==> src/acdr_consts.svh <==
// Constants for the converter clock divider and reset block
`ifndef ACDR_CONSTS_SVH
`define ACDR_CONSTS_SVH
`define ACDR_PRE_DEFAULT   2'h0
`define ACDR_OSR_DEFAULT   3'h3
`define ACDR_EXT_DEFAULT   1'h0
`define ACDR_SAMPLE_DIV    4
`define ACDR_OSR_MIN_LOG2  5
`define ACDR_OSR_MAX_LOG2  12
`define ACDR_PRE_MAX_LOG2  3
`define ACDR_CNT_W         16
`endif

==> src/acdr_pkg.sv <==
// Types for the converter clock divider and reset block
package acdr_pkg;
  typedef struct packed {
    logic [1:0] prescale_sel;
    logic [2:0] oversample_sel;
    logic       ext_clock_sel;
  } acdr_cfg_s;

  typedef struct packed {
    logic analog_tick;
    logic sample_tick;
    logic rate_tick;
  } acdr_ticks_s;
endpackage

==> src/acdr_prescaler.sv <==
// Master clock prescaler producing the analog clock enable
`timescale 1ns/1ps
`default_nettype none
`include "acdr_consts.svh"
module acdr_prescaler (
  input  wire logic       clk,      // Master clock
  input  wire logic       run,      // High when counting is allowed
  input  wire logic [1:0] sel,      // Prescale code
  output logic            tick      // One-cycle analog clock enable
);
  typedef struct packed {
    logic [`ACDR_PRE_MAX_LOG2-1:0] cnt;
  } acdr_pre_state_s;

  acdr_pre_state_s st_reg;
  acdr_pre_state_s st_next;
  logic [`ACDR_PRE_MAX_LOG2-1:0] last;

  always_comb begin
    last    = 3'((1 << sel) - 1);
    st_next = st_reg;
    if (!run) begin
      st_next.cnt = '0;
    end else if (st_reg.cnt >= last) begin
      st_next.cnt = '0;
    end else begin
      st_next.cnt = st_reg.cnt + 3'h1;
    end
  end

  assign tick = run && (st_reg.cnt >= last);

  always_ff @(posedge clk) begin
    st_reg <= st_next;
  end
endmodule // acdr_prescaler
`default_nettype wire

==> src/acdr_top.sv <==
// Converter clock divider and master reset control
// What this block does
// - An active-low master reset holds the block in its reset state, except the select and clock pin samplers and the master clock level.
// - Reset forces all configuration to its default values.
// - While reset is low all serial traffic is ignored whatever the select level.
// - During reset internal clock enables stay off except the input sampling path.
// - The reset state equals the power-on state.
// - With the master clock running, conversion starts right on reset release.
// - The external-clock select picks the external input when 1, else the oscillator.
// - The analog clock is master clock divided by 1, 2, 4 or 8 per the prescale code.
// - The sampling clock is the analog clock divided by four.
// - Each sampling clock period gives exactly one modulator sample.
// - The output rate clock is the sampling clock divided by the ratio 32 to 4096.
// - One data-ready pulse marks each new result, at the output rate.
// - The three-bit ratio code selects 32 times two to the code, default code 3.
// - Each data-ready pulse is low for half a sampling period, on the master clock.
`timescale 1ns/1ps
`default_nettype none
`include "acdr_consts.svh"
module acdr_top #(
  parameter int CNT_W = `ACDR_CNT_W
) (
  input  wire logic       REF_CLK,          // Block clock, master clock domain
  input  wire logic       RST_N,            // Master reset, active low
  input  wire logic       OSC_IN_PIN,       // Oscillator master clock level
  input  wire logic       EXT_CLK_IN,       // External clock input level
  input  wire logic       EXT_CLOCK_SEL,    // 1 selects external clock input
  input  wire logic [1:0] PRESCALE_SEL,     // Prescale code
  input  wire logic [2:0] OVERSAMPLE_SEL,   // Oversampling code
  input  wire logic       CFG_LOAD,         // Load configuration pulse
  input  wire logic       SERIAL_SEL_N,     // Serial chip select, active low
  output logic            MASTER_CLK_OUT,   // Selected master clock level
  output logic            SERIAL_EN,        // Serial port enabled
  output logic            INPUT_CLK_EN,     // Input sampling path enable
  output logic            CORE_CLK_EN,      // Internal logic clock enable
  output logic            ANALOG_CLOCK,     // Analog clock enable pulse
  output logic            SAMPLING_CLOCK,   // Sampling clock enable pulse
  output logic            OUTPUT_RATE_CLOCK,// Output rate pulse
  output logic            SAMPLE_STROBE,    // One modulator sample per period
  output logic            RESULT_READY_N    // Data-ready, active low
);
  // Counters must hold the largest ratio
  if (CNT_W < `ACDR_OSR_MAX_LOG2 + 1) begin : g_cnt_w_check
    $error("CNT_W too small for the largest oversampling ratio");
  end

  // Ratio shifts are worked in 32 bits
  if (CNT_W > 32) begin : g_cnt_w_limit
    $error("CNT_W wider than the ratio arithmetic allows");
  end

  // The sampling divider is a two-bit wrap counter
  if (`ACDR_SAMPLE_DIV != 4) begin : g_div_check
    $error("sampling divider must stay at four");
  end

  // Whole state in one word; the select and clock pin samplers sit beside the
  // counters but keep running through reset
  typedef struct packed {
    // Configuration latched by CFG_LOAD
    acdr_pkg::acdr_cfg_s cfg;
    // Pin samplers, two stages each
    logic [1:0]          sync_rst;
    logic [1:0]          sync_sel;
    logic [1:0]          sync_osc;
    logic [1:0]          sync_ext;
    // Divide chain counters
    logic [1:0]          div4;
    logic [CNT_W-1:0]    osr_cnt;
    // Data-ready timer
    logic [CNT_W-1:0]    ready_cnt;
    logic                ready_low;
    // Registered level and output pulses
    logic                mclk;
    logic                rate_p;
    logic                samp_p;
  } acdr_state_s;

  // Last count of the sampling divider
  localparam logic [1:0] DIV4_LAST = 2'(`ACDR_SAMPLE_DIV - 1);

  acdr_state_s st_reg;
  acdr_state_s st_next;
  logic        run;
  logic        pre_tick;
  logic        samp_tick;
  logic        rate_tick;
  logic [CNT_W-1:0] half_len;

  function automatic logic [CNT_W-1:0] osr_ratio(input logic [2:0] code);
    osr_ratio = CNT_W'(1) << (`ACDR_OSR_MIN_LOG2 + 32'(code));
  endfunction

  function automatic logic [CNT_W-1:0] pre_ratio(input logic [1:0] code);
    pre_ratio = CNT_W'(1) << code;
  endfunction

  // Last sampling count of a result period
  // for a ratio code
  function automatic logic [CNT_W-1:0] rate_last(input logic [2:0] code);
    rate_last = osr_ratio(code) - CNT_W'(1);
  endfunction

  // Data-ready low time: half a sampling period
  // counted in master clocks
  function automatic logic [CNT_W-1:0] ready_len(input logic [1:0] code);
    ready_len = CNT_W'((pre_ratio(code) * `ACDR_SAMPLE_DIV) >> 1);
  endfunction

  // Two-stage pin sampler: new level enters the first stage
  // and only the second stage is read by logic
  function automatic logic [1:0] shift_in(input logic [1:0] stages, input logic level);
    shift_in = {stages[0], level};
  endfunction

  // Power-on state: all but the select and clock pin samplers
  // and the master clock level returns to defaults; held reset
  // gives the same word as a fresh start
  function automatic acdr_state_s reset_state(input acdr_state_s cur);
    reset_state                    = cur;
    reset_state.cfg.prescale_sel   = `ACDR_PRE_DEFAULT;
    reset_state.cfg.oversample_sel = `ACDR_OSR_DEFAULT;
    reset_state.cfg.ext_clock_sel  = `ACDR_EXT_DEFAULT;
    reset_state.div4               = '0;
    reset_state.osr_cnt            = '0;
    reset_state.ready_cnt          = '0;
    reset_state.ready_low          = 1'b0;
    reset_state.sync_rst           = '0;
    reset_state.samp_p             = 1'b0;
    reset_state.rate_p             = 1'b0;
  endfunction

  assign run = RST_N;

  // Prescaler runs only out of reset; its count clears while held
  acdr_prescaler u_pre (
    .clk  (REF_CLK),
    .run  (run),
    .sel  (st_reg.cfg.prescale_sel),
    .tick (pre_tick)
  );

  // Half a sampling period in master clocks: 4 x prescale / 2
  assign half_len  = ready_len(st_reg.cfg.prescale_sel);
  // Fourth prescaler tick ends a sampling period
  assign samp_tick = run && pre_tick && (st_reg.div4 == DIV4_LAST);
  // Reached or passed: a smaller ratio loaded mid-period ends
  // the period at the next sampling tick instead of running through the range
  assign rate_tick = samp_tick &&
                     (st_reg.osr_cnt >= rate_last(st_reg.cfg.oversample_sel));

  // Divide chain, all on the master clock as enables:
  //   prescaler tick every 1, 2, 4 or 8 clocks
  //   sampling tick on every fourth prescaler tick
  //   rate tick on the last sampling tick of a ratio
  // All but the prescaler tick are registered once before they leave, so the sampling
  // and rate outputs trail the internal enables by one clock.
  // Reset clears every counter, so the first result after release
  // lands one whole result period later, as after power-on.
  always_comb begin
    st_next          = st_reg;
    st_next.sync_rst = shift_in(st_reg.sync_rst, 1'b1);
    st_next.sync_sel = shift_in(st_reg.sync_sel, SERIAL_SEL_N);
    st_next.sync_osc = shift_in(st_reg.sync_osc, OSC_IN_PIN);
    st_next.sync_ext = shift_in(st_reg.sync_ext, EXT_CLK_IN);
    // Ticks registered once before they leave
    st_next.samp_p   = samp_tick;
    st_next.rate_p   = rate_tick;
    // Clock source mux, selected level
    st_next.mclk = st_reg.cfg.ext_clock_sel ? st_reg.sync_ext[1] : st_reg.sync_osc[1];
    if (!run) begin
      // Select and clock pin samplers and the clock level above keep running; all else to power-on values
      st_next = reset_state(st_next);
    end else begin
      // Configuration is taken only out of reset
      if (CFG_LOAD) begin
        st_next.cfg.prescale_sel   = PRESCALE_SEL;
        st_next.cfg.oversample_sel = OVERSAMPLE_SEL;
        st_next.cfg.ext_clock_sel  = EXT_CLOCK_SEL;
      end
      // Sampling divider
      if (pre_tick) begin
        st_next.div4 = st_reg.div4 + 2'h1;
      end
      // Ratio counter
      if (rate_tick) begin
        st_next.osr_cnt = '0;
      end else if (samp_tick) begin
        st_next.osr_cnt = st_reg.osr_cnt + CNT_W'(1);
      end
      // Data-ready timer
      if (rate_tick) begin
        st_next.ready_low = 1'b1;
        st_next.ready_cnt = half_len - CNT_W'(1);
      end else if (st_reg.ready_low) begin
        if (st_reg.ready_cnt == '0) begin
          st_next.ready_low = 1'b0;
        end else begin
          st_next.ready_cnt = st_reg.ready_cnt - CNT_W'(1);
        end
      end
    end
  end

  // One register stage for the whole state; reset acts through run
  always_ff @(posedge REF_CLK) begin
    st_reg <= st_next;
  end

  // Output timing seen from the pins:
  //   analog clock is combinational and runs in the release cycle
  //   core and serial enables wait two clocks for the reset stages
  //   the input path enable never drops, the select and clock pin samplers run in reset
  //   data-ready falls with the rate pulse and stays low half a period
  //   master clock level trails its pin by three clocks
  assign MASTER_CLK_OUT    = st_reg.mclk;
  assign INPUT_CLK_EN      = 1'b1;
  assign CORE_CLK_EN       = st_reg.sync_rst[1];
  assign SERIAL_EN         = st_reg.sync_rst[1] && !st_reg.sync_sel[1];
  assign ANALOG_CLOCK      = pre_tick;
  assign SAMPLING_CLOCK    = st_reg.samp_p;
  assign SAMPLE_STROBE     = st_reg.samp_p;
  assign OUTPUT_RATE_CLOCK = st_reg.rate_p;
  assign RESULT_READY_N    = !st_reg.ready_low;
endmodule // acdr_top
`default_nettype wire

==> config.mk <==
export PLATFORM = sky130hd
export DESIGN_NAME = acdr_top
export DESIGN_NICKNAME = d
export VERILOG_FILES = /design/src/acdr_pkg.sv /design/src/acdr_prescaler.sv /design/src/acdr_top.sv
export VERILOG_INCLUDE_DIRS = /design/src
export SDC_FILE = /design/constraint.sdc
export NUM_CORES = 1
export LEC_CHECK = 0
export ABC_AREA = 1
export BUFFER_PORTS_ARGS = -buffer_cell sky130_fd_sc_hd__buf_2
export CORE_AREA = 3 3 100 54
export CTS_CLUSTER_DIAMETER = 100
export DETAILED_ROUTE_END_ITERATION = 16
export DIE_AREA = 0 0 103 57
export PLACE_DENSITY = 0.84
export SETUP_SLACK_MARGIN = 0.3
export SYNTH_ARGS = -nofsm -noshare
export SYNTH_HDL_FRONTEND = slang
export SYNTH_SLANG_ARGS = --single-unit
export TNS_END_PERCENT = 5
==> constraint.sdc <==
create_clock -name REF_CLK -period 5.3 [get_ports REF_CLK]
set_clock_uncertainty 0.15 [all_clocks]
set_input_delay 0.53 -clock REF_CLK [delete_from_list [all_inputs] [get_ports REF_CLK]]
set_output_delay 0.53 -clock REF_CLK [all_outputs]
set_load 0.01 [all_outputs]
## After elaboration in Yosys (flattened, before gate mapping)

Cells that the tools add are included.

- Bits in registers: 55
- Bits of input ports: 12
- Output and inout bits: 9
- Logic and storage cells: 50

- Add/subtract/negate cells: 8
- $lt $le $gt $ge: 2
- Equality and inequality tests: 2
- Shifts and indexed selects: 3
- Multiplexer cells: 6
- Bitwise operators: 1
- Reduce and logical (&&, ||, !) cells: 12

Operators with widths:

| cell | count |
|---|---|
| $sub A16 B1 Y16 const B | 3 |
| $mux W17 | 2 |
| $add A16 B1 Y16 const B | 1 |
| $ge A16 B16 Y1 | 1 |
| $logic_not A16 Y1 | 1 |
| $mux W16 | 1 |
| $shl A1 B4 Y16 const A | 1 |
| $shl A1 B2 Y15 const A | 1 |
| $mux W7 | 1 |
| $logic_and A1 B1 Y1 | 5 |
| $add A3 B3 Y4 const A | 1 |
| $reduce_or A2 Y1 | 2 |
| $add A3 B1 Y3 const B | 1 |
| $ge A3 B3 Y1 | 1 |
| $shl A1 B2 Y3 const A | 1 |
| $sub A3 B2 Y3 const B | 1 |
| $add A2 B1 Y2 const B | 1 |
| $eq A2 B2 Y1 const B | 1 |
| $logic_not A1 Y1 | 2 |
| $mux W1 | 2 |
| $ne A2 B2 Y1 const B | 1 |
| $reduce_and A2 Y1 | 1 |
| $reduce_bool A2 Y1 | 1 |
| $not A1 Y1 | 1 |

## Depth between registers and ports, before layout

- Depth after elaboration: 9
- Depth in mapped cells: 15

## By module

A second synthesis with hierarchy kept.

- Cells, all modules: 400
- Area total of the unflattened synthesis: 2990.4 um2

By module, submodules not included:

| module | times used | cells each | area each (um2) | seq. area each (um2) |
|---|---|---|---|---|
| acdr_top | 1 | 376 | 2793.9 | 1041.0 |
| acdr_prescaler | 1 | 24 | 196.4 | 60.1 |

## Least setup slack after synthesis

OpenSTA, ideal clock, no wires.

- Path kind: register to register
- Start point: register st_reg[50] in the netlist's numbering
- End point: register st_reg[5] in the netlist's numbering
- Setup time: 62 ps
- Data arrival time: 2118 ps
- Data required time: 5088 ps
- Path slack: 2970 ps
- Stages on the path, launching flop included: 14
- Path buffers: 2
- Clock period less this slack: 2330 ps
- Cell sequence: dfxtp_1 or2_2 ha_1 ha_1 nand3_1 nand3_1 nand2_2 nor2_8 nand2_2 buf_6 buf_8 nand3_1 nand2_1 nor2_2

- Cells in the longest elaborated chain, start to end: 9
- Elaborated cells between the ends (all ways): 13
- Those cells by class: 2 x add/sub; 1 x order compare; 1 x eq/ne; 2 x shift; 1 x mux; 6 x reduce/logical

Ends and longest elaborated chain:

| what | line | source |
|---|---|---|
| start, declared | acdr_top.sv:82 | `acdr_state_s st_reg;` |
| start signal, assigned | acdr_top.sv:207 | `st_reg <= st_next;` |
| $shl A1 B2 Y3 | acdr_prescaler.sv:20 | `last = 3'((1 << sel) - 1);` |
| $sub A3 B2 Y3 | acdr_prescaler.sv:20 |  |
| $ge A3 B3 Y1 | acdr_prescaler.sv:31 | `assign tick = run && (st_reg.cnt >= last);` |
| $logic_and A1 B1 Y1 | acdr_prescaler.sv:31 |  |
| $logic_and A1 B1 Y1 (2 in a row) | acdr_top.sv:146 | `assign samp_tick = run && pre_tick && (st_reg.div4 == DIV4_LAST);` |
| $logic_and A1 B1 Y1 | acdr_top.sv:149 | `assign rate_tick = samp_tick &&` |
| $ne A2 B2 Y1 (no source line) or $reduce_bool A2 Y1 (tied branches) | n/a |  |
| $reduce_and A2 Y1 (no source line) | n/a |  |

Several ways; a longest one is shown, not always the timed one.
A chain may end at the register's enable or synchronous reset.

## Worst setup path after layout

- Start point: register st_reg[50] in the netlist's numbering
- End point: register st_reg[30] in the netlist's numbering

- Cells in the longest elaborated chain, start to end: 8

Ends and longest elaborated chain:

| what | line |
|---|---|
| $shl A1 B2 Y3 (*) | acdr_prescaler.sv:20 |
| $sub A3 B2 Y3 (*) | acdr_prescaler.sv:20 |
| $ge A3 B3 Y1 (*) | acdr_prescaler.sv:31 |
| $logic_and A1 B1 Y1 (*) | acdr_prescaler.sv:31 |
| $logic_and A1 B1 Y1 (*) (2 in a row) | acdr_top.sv:146 |
| $logic_and A1 B1 Y1 | acdr_top.sv:149 |
| $reduce_or A2 Y1 (no source line) | n/a |

Every way passes the cells marked *; elsewhere a longest branch is shown, timed or not.

==> impl_results.md <==
- Largest net degree at the start of global routing: 23
- Pre-antenna DRT Iters: 5
- Flop pwr share: 0.571
- Period Utilization, post-route: 0.617
- Net Sw Frac: 0.265
- Row count: 17
- Worst-Skew Late Latency: 0.31 ns
- Die area: 5870 um2
- DRC: 0
- Slew @ Worst Pin: 0.765 ns
- TritonCTS Buffers: 5
- Leak: 1.62 nW
- Internal Power: 0.572 mW
- CP Launch Type: register
- Clk pwr share: 0.313
- Htree depth: 2
- Area Growth Syn to Fin: 6.32%
- Core footprint: 4470 um2
- TritonCTS clock tree: built
- Unrepaired setup endpoints after global routing: false
- Post-synth top area share: 0.368
- Share of total power in combinational logic: 0.115
- Via-to-Cell Ratio: 5.31
- Syn avg cell area: 7.24 um2
- Area share of and/or/nand/nor cells after synthesis: 0.345
- Crit path required time: 5.32 ns
- # nets final: 460
- Initial antenna violation count: 0
- Min cycle time layout: 3.27 ns
- Chip Height: 57 um
- CP endpoint kind: register
- Vias in the first global route: 2477
- Post-CTS setup buffers: 0
- Commonest non-fill, non-tap cell in the layout: nand2_1
- Global placement routability congestion: 0.880
- Slew HR: 0.488
- Hold Vio Cnt, Final: 0
- HPWL after DPL: 4670 um
- Largest family of logic cells by synthesized area: simple AND/OR/NAND/NOR gates
- Final slew viol count: 0
- Fillers: 349
- Global route total overflow: 0
- # port buffers: 19
- Tot GR Track Use: 0.231
- Top-Level Pins: 21
- Largest register FFs: 48
- Worst vdd ir: 199 uV
- Area leader, netlist: dfxtp_1
- Distinct cells, synth: 38
- Post-CTS resize count: 0
- Multi-input gate area: 1620 um2
- First-pass GRT wire length: 10900 um
- Max_cap viols: 0
- Final worst setup slack: 2.03 ns
- Setup tns final: 0 ns
- Routed Antenna Nets: 0
- Syn Inst Count: 413
- Top cells by area, synth: dfxtp_1 37%, nand2_1 12%, nor2_1 7.8%
- Crit path kind: register to register
- Outcome: finished, final reports clean
- DR vias: 2589
- Starting density of the core: 0.670
- CP arrival: 3.29 ns
- Yosys synthesis warning count: 0
- Clock Tree Buf Depth: 2
- Post-CTS Hold Buffers: 0
- Final setup violation count: 0
- Top_reg_cell synth: dfxtp_1
- Die width: 103 um
- Drt wl/cell: 12.9 um
- Synth Area in Compound Gates: 0.0753
- Post-synth EDFFs: 0
- CTS root buf: clkbuf_8
- Most frequent cells in the layout: 95 x nand2_1, 62 x nor2_1, 55 x dfxtp_1
- Post-Synth Adder-Cell Area: 0.0753
- Fraction of layout instances using a drive strength above 1: 0.153
- Tightest Hold Check Type: primary input to register
- First-iteration detailed-routing DRC count: 116
- R2R setup slack: 2.03 ns
- Diodes inserted: 0
- Switching power: 0.206 mW
- Pwr per Cell Area: 245 nW/um2
- XOR/XNOR Fraction of Synth Area: 0.0381
- Clk sink count: 55
- Multiplexer share of the synthesized area: 0.00376
- Sequential fraction of the synthesis area: 0.368
- Max Fclk: 306 MHz
- Clk slew on worst S/H paths: 0.10 ns
- Share of flip-flops with an asynchronous set or reset: 0
- Synth Cell Area: 2990 um2
- Number of register bits inferred by synthesis: 55
- WL final: 6290 um
- Register area: 1100 um2
- Crit-path max FO: 22
- Dpl ws: 1.98 ns
## worst paths after layout
path,from,to,cells after the start
worst max-delay path,st_reg[50],st_reg[30],10
worst min-delay path,SERIAL_SEL_N,st_reg[42],1
worst min register to register,st_reg[42],st_reg[43],0
worst max register to register,st_reg[50],st_reg[30],10
## synth_stat cells (3+ instances only)
cell     instances
a21oi_1         26
buf_2            4
buf_4            3
dfxtp_1         55
ha_1            18
inv_1           41
inv_2           11
nand2_1         95
nand2_2          3
nand3_1         21
nand3_2          8
nand4_1          8
nor2_1          62
nor2_2           5
nor3_1           6
nor3_2           3
o21ai_0          8
xnor2_1          6
xor2_1           7
## kinds of logic after synthesis
| family | after synthesis |
|---|---|
| AOI/OAI and AO/OA | 40 |
| xor gates and xnor gates | 13 |
| adders and majority gates | 18 |
| buffers and inverters | 62 |
| DFF | 55 |
| muxes | 1 |
| other | 2 |
| and+or+nand+nor | 222 |
## routing by layer
layer	vias to the layer above	GRT usage	part of all wire
met5	-	0	0
met4	0	0.0756	0.016
met3	16	0.0452	0.042
met2	58	0.414	0.49
met1	1183	0.278	0.45
li1	1332	-	-
## through the flow
stage	power (mW)	instances	hold WS [ns]	instance area, um2	util
6_report	0.778	488	0.161	3180	0.712
5_1_grt	0.817	488	0.148	3180	0.712
4_1_cts	0.787	488	0.151	3180	0.712
3_5_place_dp	0.544	480	0.162	3080	0.690
3_3_place_gp	0.535	480	0.160	3080	0.690
2_1_floorplan	0.519	414	0.160	3000	-
## worst max-delay path, cell delays in order, from the launching register on
cell and delay, ns:
dfxtp_1 0.34, or2_2 0.33, ha_1 0.31, ha_1 0.30
nand3_1 0.11, nand3_1 0.12, nand2_2 0.10, nor2_8 0.25
nand2_2 0.31, nand2_1 0.68, nor3_1 0.13
## power by group through the flow
stage,registers [mW],logic (mW),clock network [mW]
after floorplan,0.452,0.0669,0
after global placement,0.453,0.0826,0
after detailed placement,0.455,0.0894,0
after CTS,0.444,0.0906,0.251
after global routing,0.448,0.103,0.266
final,0.445,0.0897,0.244
## final cells by class
type / instances / share of cell area
repair buffers: 19 / 0.0299
multi-input cells: 297 / 0.509
inverters: 52 / 0.0614
flip-flops and latches: 55 / 0.346
clock inverters: 2 / 0.00511
well taps: 57 / 0.0224
clock buffers: 6 / 0.0260
Power figures use the tool's default switching activity.
